### config.mk
export PLATFORM = sky130hd
export DESIGN_NAME = sfip_core
export DESIGN_NICKNAME = d
export VERILOG_FILES = /design/src/sfip_pkg.sv /design/src/sfip_core.sv
export VERILOG_INCLUDE_DIRS = /design/src /design/src/src
export SDC_FILE = /design/constraint.sdc
export NUM_CORES = 1
export LEC_CHECK = 0
export BUFFER_PORTS_ARGS = -buffer_cell sky130_fd_sc_hd__buf_2
export CAP_MARGIN = 15
export CORE_MARGIN = 2
export CORE_UTILIZATION = 42
export DETAILED_ROUTE_END_ITERATION = 6
export PLACE_DENSITY = 0.76
export RECOVER_POWER = 50
export SLEW_MARGIN = 20
export SYNTH_ARGS = -nofsm -noshare
export SYNTH_HDL_FRONTEND = slang
export SYNTH_SLANG_ARGS = --single-unit
export TNS_END_PERCENT = 30
### constraint.sdc
create_clock -name ref_clk -period 1.5 [get_ports ref_clk]
set_clock_uncertainty 0.1 [all_clocks]
set_input_delay 0.15 -clock ref_clk [delete_from_list [all_inputs] [get_ports ref_clk]]
set_output_delay 0.15 -clock ref_clk [all_outputs]
set_load 0.02 [all_outputs]
### src/sfip_regs.svh
// register offsets, field positions and reset values of the flag pin block
// Function
// - input pin read returns sampled pin level
// - masked input raises its request
// - output pin drives written data value
// - output pin read returns written value
// - write on masked output may raise request
// - reset gives inputs and masked requests
// - pin 7 request edge or level selectable
// - pins 6 and 5 level only
// - pin 4 request edge only
// - pins 3..0 mode only at reset
// - bus mode fixed, serial config writable
// - mode captured at reset release edge
// - mode bit 2 picks host memory mode
// - flag and request functions work together
`ifndef SFIP_REGS_SVH
`define SFIP_REGS_SVH
`define SFIP_OFS_DIR 8'h00
`define SFIP_OFS_VALUE 8'h04
`define SFIP_OFS_MASK 8'h08
`define SFIP_OFS_STATUS 8'h0C
`define SFIP_OFS_CTRL 8'h10
`define SFIP_OFS_MODE 8'h14
`define SFIP_CTRL_EDGE_BIT 0
`define SFIP_CTRL_SPORT_LSB 4
`define SFIP_MODE_HOST_BIT 2
`define SFIP_RST_DIR 8'h00
`define SFIP_RST_VALUE 8'h00
`define SFIP_RST_MASK 4'h0
`define SFIP_RST_LVL 8'hFF
`endif

### src/sfip_pkg.sv
// types of the flag pin block
package sfip_pkg;
    typedef enum logic {SFIP_CAPTURE, SFIP_RUN} sfip_phase_t;
    typedef struct packed {
        sfip_phase_t phase;
        logic [7:0] dir;
        logic [7:0] data;
        logic [3:0] mask;
        logic [3:0] status;
        logic edgeSel;
        logic [3:0] sportCfg;
        logic [3:0] mode;
        logic [7:0] prevLvl;
        logic [31:0] rdata;
    } sfip_state_t;
endpackage

### src/sfip_core.sv
// flag pins with shared requests and reset mode straps, APB register slave
//
// Implementation choices: the APB interface to the registers and the address map.
`timescale 1ns/1ps
`default_nettype none
`include "sfip_regs.svh"
module sfip_core import sfip_pkg::*; (
    // clock and reset
    input wire logic ref_clk,
    input wire logic nrst,
    // apb slave
    input wire logic [7:0] paddr,
    input wire logic psel,
    input wire logic penable,
    input wire logic pwrite,
    input wire logic [31:0] pwdata,
    output logic [31:0] prdata,
    output logic pready,
    output logic pslverr,
    // programmable flag pins
    input wire logic [7:0] flagPinIn,
    output logic [7:0] flagPinOut,
    output logic [7:0] flagPinOe,
    // requests toward vectoring and one summary line
    output logic edgeOrLevelRequest,
    output logic levelRequestOne,
    output logic levelRequestZero,
    output logic edgeOnlyRequest,
    output logic irq,
    // captured mode straps and written serial port config
    output logic [3:0] modeSelect,
    output logic modeValid,
    output logic hostMemoryMode,
    output logic [3:0] serialPortCfg
);

    sfip_state_t q;
    sfip_state_t d;
    logic [7:0] effLvl;
    logic [7:0] pinFall;
    logic [3:0] reqSet;
    logic [3:0] stsClr;
    logic apbWr;
    logic apbSetupRd;

    ////////////////////////////////////////////////////////////////////////////
    // helpers

    // true when the address names an implemented word
    function automatic logic addrHit(input logic [7:0] a);
        addrHit = (a == `SFIP_OFS_DIR) || (a == `SFIP_OFS_VALUE) ||
            (a == `SFIP_OFS_MASK) || (a == `SFIP_OFS_STATUS) ||
            (a == `SFIP_OFS_CTRL) || (a == `SFIP_OFS_MODE);
    endfunction

    // read word for an address, unmapped reads as zero
    function automatic logic [31:0] readWord(input logic [7:0] a,
        input sfip_state_t s, input logic [7:0] pins);
        logic [31:0] w;
        w = 32'h0000_0000;
        case (a)
            `SFIP_OFS_DIR: w[7:0] = s.dir;
            `SFIP_OFS_VALUE: w[7:0] = (s.dir & s.data) | (~s.dir & pins);
            `SFIP_OFS_MASK: w[3:0] = s.mask;
            `SFIP_OFS_STATUS: w[3:0] = s.status;
            `SFIP_OFS_CTRL: begin
                w[`SFIP_CTRL_EDGE_BIT] = s.edgeSel;
                w[`SFIP_CTRL_SPORT_LSB +: 4] = s.sportCfg;
            end
            `SFIP_OFS_MODE: w[3:0] = s.mode;
            default: w = 32'h0000_0000;
        endcase
        readWord = w;
    endfunction

    ////////////////////////////////////////////////////////////////////////////
    // pin levels and request events

    // an output pin reads back its own driven level, so a write can fire
    // the shared request exactly as an outside driver would
    assign effLvl = (q.dir & q.data) | (~q.dir & flagPinIn);
    assign pinFall = q.prevLvl & ~effLvl;

    // requests are active low; pin 7..4 feed requests 3..0
    always_comb begin
        reqSet[3] = q.edgeSel ? pinFall[7] : ~effLvl[7];
        reqSet[2] = ~effLvl[6];
        reqSet[1] = ~effLvl[5];
        reqSet[0] = pinFall[4];
    end

    ////////////////////////////////////////////////////////////////////////////
    // apb decode

    // zero wait states: read word is latched in the setup cycle
    assign apbSetupRd = psel && !penable && !pwrite;
    assign apbWr = psel && penable && pwrite && addrHit(paddr);
    assign pready = 1'b1;
    assign pslverr = psel && penable && !addrHit(paddr);
    assign stsClr = (apbWr && paddr == `SFIP_OFS_STATUS) ? pwdata[3:0] : 4'h0;

    ////////////////////////////////////////////////////////////////////////////
    // next state

    always_comb begin
        d = q;
        d.prevLvl = effLvl;
        // a set in the same cycle as a write-one clear wins
        d.status = (q.status & ~stsClr) | reqSet;
        if (apbSetupRd) begin
            d.rdata = readWord(paddr, q, flagPinIn);
        end
        // straps sampled at the first edge after reset is released
        case (q.phase)
            SFIP_CAPTURE: begin
                d.mode = flagPinIn[3:0];
                d.phase = SFIP_RUN;
            end
            SFIP_RUN: d.phase = SFIP_RUN;
            default: d.phase = SFIP_RUN;
        endcase
        if (apbWr) begin
            case (paddr)
                `SFIP_OFS_DIR: d.dir = pwdata[7:0];
                `SFIP_OFS_VALUE: d.data = pwdata[7:0];
                `SFIP_OFS_MASK: d.mask = pwdata[3:0];
                `SFIP_OFS_CTRL: begin
                    d.edgeSel = pwdata[`SFIP_CTRL_EDGE_BIT];
                    // serial pins stay reconfigurable; mode has no write path
                    d.sportCfg = pwdata[`SFIP_CTRL_SPORT_LSB +: 4];
                end
                default: d.phase = d.phase;
            endcase
        end
    end

    ////////////////////////////////////////////////////////////////////////////
    // state register

    // reset leaves every pin an input with all requests masked
    always_ff @(posedge ref_clk or negedge nrst) begin
        if (!nrst) begin
            q.phase <= SFIP_CAPTURE;
            q.dir <= `SFIP_RST_DIR;
            q.data <= `SFIP_RST_VALUE;
            q.mask <= `SFIP_RST_MASK;
            q.status <= 4'h0;
            q.edgeSel <= 1'b0;
            q.sportCfg <= 4'h0;
            q.mode <= 4'h0;
            q.prevLvl <= `SFIP_RST_LVL;
            q.rdata <= 32'h0000_0000;
        end else begin
            q <= d;
        end
    end

    ////////////////////////////////////////////////////////////////////////////
    // outputs

    assign prdata = q.rdata;
    assign flagPinOut = q.data & q.dir;
    assign flagPinOe = q.dir;
    // only masked-in requests reach vectoring and the summary line
    assign edgeOrLevelRequest = q.status[3] & q.mask[3];
    assign levelRequestOne = q.status[2] & q.mask[2];
    assign levelRequestZero = q.status[1] & q.mask[1];
    assign edgeOnlyRequest = q.status[0] & q.mask[0];
    assign irq = |(q.status & q.mask);
    assign modeSelect = q.mode;
    assign modeValid = (q.phase == SFIP_RUN);
    // bus function follows the strap: low full memory, high host memory
    assign hostMemoryMode = q.mode[`SFIP_MODE_HOST_BIT];
    assign serialPortCfg = q.sportCfg;
endmodule
`default_nettype wire

==> impl_results.md, run 1 <==
* Final Hold Fails at 0
* Multi-input logic area at 1139 sq um
* Vias in the first global route at 1,765
* Fin worst setup slack at -0.2819 ns
* Mapped Avg Cell Area at about 11 sq um
* Met1 Resource Use GR at between 20% and 30%
* R2r startpoint: flagPinOe[7]
* Largest net degree at the start of global routing at between 40 and 50
* Most frequent cell after synthesis: buf_4
* GP Congestion at 0.7786
* Die H at a little over 80 um
* Hold path start: flagPinIn[2]
* Num ports at approximately 120
* Setup CP Type: reg2out
* DRT Pass-1 Iters at 4
* Inserted Clock Buffers at 5
* Die area at ~6700 sq um
* Internal at about 1.7 mW
* Worst rel slew slack at about 61%
* CORE AREA at slightly below 6000 sq um
* DR WL/cell at between 10 and 15 um
* Reg area at 1104 sq um
* Pleak at about 1.5 nW
* Rows at 28
* Sequential share of the synthesized area at between 40% and 50%
* VDD IR max at a little over 0.0004 V
* Type of the most critical hold path: in2reg
* Final setup vio count at 1
* Max-slew violations at 0
* Max_cap viols at 0
* Critical Path AT at between 1.5 and 2 ns
* Global-route wire length before repair at around 8700 um
* Reg2reg path depth at 4
* Switching Fraction at between 20% and 30%
* Final Util at between 50% and 60%
* # diodes at 0
* Post-synth EDFFs at 0
* Final setup TNS at -0.2819 ns
* Final antenna-violating net count at 0
* Final Cycle Share at 118.8%
* Placed cells at 373
* Initial DRC count at 110
* Via density at around 4.9
* Ys async rst share at between 90% and 100%
* Layout cell share with drive strength beyond 1 at 45.31%
* Maximum root-to-sink buffer count at 2
* Vias post-DR at around 1,900
* PD cells at roughly 760 nW/um^2
* Register share of total power at a little over half
* Worst Tran Pin Value at about 0.59 ns
* WL final at between 5000 and 6000 um
* Failing checks: setup timing
* Non-Filler Instances at roughly 380
* Gr busiest metal: met2
* TritonCTS clock tree: yes
* Met2 Use GR at between 20 and 30%
* Synthesized netlist cell count at roughly 230
* Synth Flop Type: dfrtp_1
* Unrepaired setup endpoints after global routing: yes
* Clock net sink count at 44
* Synth Warn # at 0
* Register bit total from synthesis at 44
* Outcome: finished with violations
* Synth unique cells at 38
* H-tree depth at 2
* Synth cell count leaders: buf_4 (49), dfrtp_1 (42), mux2_2 (31), nand2_1 (16), and2_1 (12)
* Period minus WS final at roughly 1.8 ns
* Post-place setup slack at -0.2396 ns
* Final Net Count at 361
* Area leader, netlist: dfrtp_1
* Initial Utilization at a little over two fifths
* Post-route DRC at 0
* Switching power total at approximately 0.63 mW
* R2R Setup Slk at roughly 0.040 ns
* Gate power share at between 10 and 15%
* Startpoint types: register
* GR Layer Usage met3 at approximately 5.6%
* Global-route usage over all layers at between 10% and 20%
* Area Growth Syn to Fin at 18.16%
* Highest clock rate at around 560 MHz
* Hold Path Sink: modeSelect[2]
* CP required at approximately 1.3 ns
* Post-DP HPWL at ~4400 um
* Critical path peak fanout at 2
* Top-area cell type share of the netlist area at between 40% and 50%
* Clk slew on worst S/H paths at 0.08 ns
* Ranking of synthesized cells by area: dfrtp_1 (41%), buf_4 (14%), mux2_2 (14%)
* Mapped cell area at 2549 sq um
* Hold depth at 2
* Root Buffer: clkbuf_8
* Die X-Extent at just over 80 um
* Worst-Skew Late Latency at a little under 0.3 ns
* Initial antenna violation count at 0
* I/O Buffers at 68
* Final Hold Slack at 0.005398 ns
* FF-to-FF End: prdata[7]
* Total gr overflow at 0
* FILL cells at about 540
* Clock power share at between 30 and 40%
* Crit end category: output port
## timing repair
item,CTS,global route
endpoints found under the hold margin,44,0
setup buffers,2,0
hold buffers,1,0
setup endpoints to repair,1,2
pin swaps,2,3
gates resized for setup,6,1
## power groups by stage
stage	logic [mW]	registers (mW)	clock network, mW
floorplan	0.258	1.26	0
global placement	0.337	1.26	0
detailed placement	0.342	1.26	0
CTS	0.351	1.23	0.728
global route	0.375	1.24	0.782
finish	0.342	1.23	0.720
## worst max path at each step
| stage | startpoint | end | slack (ns) | depth (start not counted) |
|---|---|---|---|---|
| 5_1_grt | q[56] | irq | -0.31 | 3 |
| 3_3_place_gp | paddr[5] | q[49] | -0.22 | 5 |
| 3_5_place_dp | paddr[5] | q[49] | -0.24 | 5 |
| 2_1_floorplan | q[55] | irq | 0.01 | 2 |
| 6_report | q[56] | irq | -0.28 | 3 |
| 4_1_cts | q[52] | irq | -0.27 | 3 |
## flip-flops by register name (all words and copies together), names as in the netlist
register / flops
flagPinOe: 8
modeSelect: 4
modeValid: 1
prdata: 8
q: 19
serialPortCfg: 4
## final cells by class
class                   instances  area share, %
clock buffers                   7          2.534
clock inverters                 1         0.2908
inverters                       6         0.7478
multi-input cells             153          37.81
flip-flops and latches         44          36.64
well taps                      75          3.116
repair buffers                 98          18.86
## stage by stage
stage,power [mW],area (sq um)
after CTS,2.313,3038
after detailed placement,1.600,2910
after global routing,2.396,3012
final,2.297,3012
after floorplan,1.516,2639
after global placement,1.595,2910
## critical path: stages, from the launching register on
cell and delay [ns]:
dfrtp_1 0.41, and2_4 0.17, or4_4 0.51, buf_6 0.15
## logic make-up (layout without fill, tap and decap cells)
logic type	Yosys count	after routing	share of synthesized area [%]
other	2	26	0.2947
AO/OA/AOI/OAI	34	34	8.935
AND/OR/NAND/NOR	56	56	14.43
flip-flops	44	44	43.30
buffers and inverters	60	112	16.20
multiplexers	37	37	16.84
## placed cells by master (no fill, tap or decap), types with 2 or more instances in the layout
cell and n:
or4_4 2, buf_4 26, clkbuf_1 15, a22oi_1 3, dfstp_2 2, mux2_2 30, inv_1 6, clkbuf_8 5
a22o_1 3, nand4_1 4, o2bb2ai_1 3, nor2b_1 3, conb_1 26, mux2_4 4, a311oi_1 4, nor4_4 2
and2_4 3, nand2_1 16, and2_1 9, buf_2 55, a21oi_1 11, mux2i_1 2, nor3_1 2, nor2_1 3
nand2b_1 2, dfrtp_1 42, o21ai_0 5, o211ai_1 3
## routing by layer
layer,vias up,part of all wire [%]
met3,6,6.1
met4,0,1.3
li1,889,-
met5,-,0
met1,909,43
met2,61,49
(Power assumes the default switching activity.)
==> run 2: changes to the inputs <==
--- a/config.mk
+++ b/config.mk
@@ -6,10 +6,11 @@
 export SDC_FILE = /design/constraint.sdc
 export NUM_CORES = 1
 export LEC_CHECK = 0
+export ABC_AREA = 1
 export BUFFER_PORTS_ARGS = -buffer_cell sky130_fd_sc_hd__buf_2
 export CAP_MARGIN = 15
 export CORE_MARGIN = 2
-export CORE_UTILIZATION = 42
+export CORE_UTILIZATION = 43
 export DETAILED_ROUTE_END_ITERATION = 6
 export PLACE_DENSITY = 0.76
 export RECOVER_POWER = 50
==> impl_results.md, run 2 <==
* Highest clock rate at 718.2 MHz (+28%)
* Vias in the first global route at 2,103 (+19%)
* I/O Buffers at 68 (unchanged)
* Reg with most FFs: q
* Max incr delay on CP at 0.17 ns (-0.34 ns)
* Unrepaired setup endpoints after global routing: no
* TritonCTS clock tree: yes
* Top-area cell type share of the netlist area at 38.76% (-2.5 points)
* Ranking of synthesized cells by area: dfrtp_1 (39%), buf_4 (14%), nand2_1 (13%)
* Final setup TNS at 0 ns (+0.2819 ns)
* Final antenna-violating net count at 0 (unchanged)
* DRT Pass-1 Iters at 4 (unchanged)
* Setup CP Type: in2out
* Max reg flops at 19 (unchanged)
* Pleak at 1.754 nW (+16%)
* Die H at 83.41 um (+1.8%)
* Num ports at 118 (unchanged)
* Most frequent cell after synthesis: nand2_1
* Vias post-DR at 2,165 (+16%)
* Synth Warn # at 0 (unchanged)
* Commonest non-fill, non-tap cell in the layout: nand2_1
* Synth cell count leaders: nand2_1 (96), buf_4 (49), dfrtp_1 (42), inv_1 (35), o21ai_0 (20)
* WL final at 5824 um (+2.4%)
* Clock net sink count at 44 (unchanged)
* GP Congestion at 0.8225 (+5.6%)
* Final setup vio count at 0 (-1)
* PD cells at 802.5 nW/um^2 (+5.2%)
* Max-slew violations at 0 (unchanged)
* Synthesized netlist cell count at 325 (+39%)
* Sequential share of the synthesized area at 40.70% (-2.6 points)
* Critical Path AT at 1.14 ns (-0.39 ns)
* Post-DP HPWL at 4461 um (+0.89%)
* Crit-path cells: buf_2 -> nor2_4 -> nand2_4 -> nor2_4 -> nor2_2 -> nand3_4 -> buf_4 -> nor2_1 -> buf_2
* Synth Flop Type: dfrtp_1
* Initial antenna violation count at 0 (unchanged)
* Total gr overflow at 0 (unchanged)
* Area Growth Syn to Fin at 13.57%
* Clk slew on worst S/H paths at 0.08 ns (about the same)
* Final Hold Fails at 0 (unchanged)
* VDD IR max at 0.0005055 V (+25%)
* Inserted Clock Buffers at 5 (unchanged)
* Critical path peak fanout at 5 (+3)
* Crit end category: output port
* Outcome: finished, final reports clean
* H-tree depth at 2 (unchanged)
* Mapped cell area at 2711 sq um (+6.4%)
* Via density at 4.646 (-4.3%)
* Layout cell share with drive strength beyond 1 at 32.23% (-13 points)
* Final Cycle Share at 92.83% (-26 points)
* Non-Filler Instances at 466 (+21%)
* Die area at 6956 sq um (+3.7%)
* WP buf/inv at 3 (+2)
* Ys async rst share at 100.0% (unchanged)
* CP required at 1.25 ns (about the same)
* CORE AREA at 5991 sq um (+1.8%)
* Global-route wire length before repair at 9784 um (+12%)
* Critical path's top delay family: simple AND/OR/NAND/NOR gates
* Type of the most critical hold path: in2reg
* Maximum root-to-sink buffer count at 2 (unchanged)
* DR WL/cell at 12.50 um (-16%)
* Post-route DRC at 0 (unchanged)
* Period minus WS final at 1.392 ns (-0.3895 ns)
* # diodes at 0 (unchanged)
* Final Net Count at 443 (+23%)
* Final Hold Slack at 0.001291 ns (-0.004107 ns)
* Most frequent cells in the layout: nand2_1 (95), buf_2 (56), dfrtp_1 (42), inv_1 (35), conb_1 (26)
* Placed cells at 455 (+22%)
* Largest net degree at the start of global routing at 31 (-31%)
* Initial Utilization at 45.26% (+2.0 points)
* Mapped Avg Cell Area at 8.343 sq um (-24%)
* Root Buffer: clkbuf_8
* Post-synth EDFFs at 0 (unchanged)
* Startpoint types: input port
* Global-route usage over all layers at 17.25% (-0.20 points)
* Worst-Skew Late Latency at 0.30 ns (about the same)
* Initial DRC count at 122 (+11%)
* Synth unique cells at 27 (-29%)
* Die X-Extent at 83.41 um (+1.8%)
* Area leader, netlist: dfrtp_1
* Max_cap viols at 0 (unchanged)
* Critical Path Slowest Stage Cell: buf_2
* Rows at 28 (unchanged)
* Register bit total from synthesis at 44 (unchanged)
## run 2: cell types whose count changed after synthesis, moves of 12 or more
cell / before / now
inv_1: 6 / 35
nand2_1: 16 / 96
o21ai_0: 5 / 20
o21ai_2: 0 / 16
and2_1: 12 / 0
mux2_2: 31 / 0
## run 2: cells by family after synthesis
family | after synthesis | share of synthesized area [%]
other | 2 | 0.2770
and+or+nand+nor | 148 | 28.66
buffers and inverters | 88 | 19.57
AOI/OAI and AO/OA | 43 | 10.80
DFF | 44 | 40.70
## run 2: timing repair
item	CTS	global route
setup endpoints to repair	0	1
hold buffers	2	0
buffers inserted	0	1
gates resized for setup	0	1
endpoints found under the hold margin	43	0
## run 2: layout make-up
| type | count | area (sq um) |
|---|---|---|
| Clock buffer | 6 | 72.57 |
| Inverter | 35 | 131.4 |
| Timing Repair Buffer | 87 | 473.0 |
| Tap cell | 75 | 93.84 |
| Sequential cell | 44 | 1104 |
| Clock inverter | 2 | 35.03 |
| Multi-Input combinational cell | 217 | 1170 |
| Fill cell | 580 | 2912 |
## run 2: final timing paths
| path | from | end | slack (ns) | depth (start not counted) |
|---|---|---|---|---|
| setup / recovery | paddr[7] | pslverr | 0.11 | 9 |
| hold / removal | flagPinIn[4] | q[36] | 0.001 | 3 |
| setup reg to reg | flagPinOe[5] | prdata[5] | 0.22 | 5 |
| hold reg to reg | prdata[6] | prdata[6] | 0.39 | 2 |
| max in group asynchronous | nrst | q[36] | 0.31 | 3 |
| min in group asynchronous | nrst | prdata[3] | 0.19 | 2 |
## run 2: power breakdown
| part | switching, mW | internal, mW | total (mW) |
|---|---|---|---|
| clock | 0.412 | 0.495 | 0.906 |
| combinational | 0.230 | 0.0948 | 0.325 |
| sequential | 0.0215 | 1.22 | 1.24 |
## run 2: stage by stage
stage / setup slack [ns] / utilization, % / total power [mW] / area [sq um]
after floorplan: 0.08590 / - / 1.542 / 2801
after CTS: 0.008194 / 51.69 / 2.500 / 3097
after detailed placement: -0.08713 / 49.56 / 1.596 / 2969
final: 0.1076 / 51.40 / 2.471 / 3079
after global placement: -0.04613 / 49.56 / 1.587 / 2969
after global routing: 0.03073 / 51.40 / 2.569 / 3079
## run 2: metal layers
metal / GRT usage, % / up-vias / wire (um) / part of all wire (%)
li1: - / 1082 / - / -
met1: 22.22 / 989 / 2527 / 43
met2: 28.30 / 78 / 2759 / 47
met3: 2.883 / 16 / 374 / 6.4
met4: 7.899 / 0 / 163 / 2.8
met5: 0 / - / 0 / 0
## run 2: worst register-to-register path, delay by kind of cell, from the launching register on
family             cells  cell delay [ns]
AOI/OAI and AO/OA      1             0.37
DFF                    1             0.43
and+or+nand+nor        4             0.32
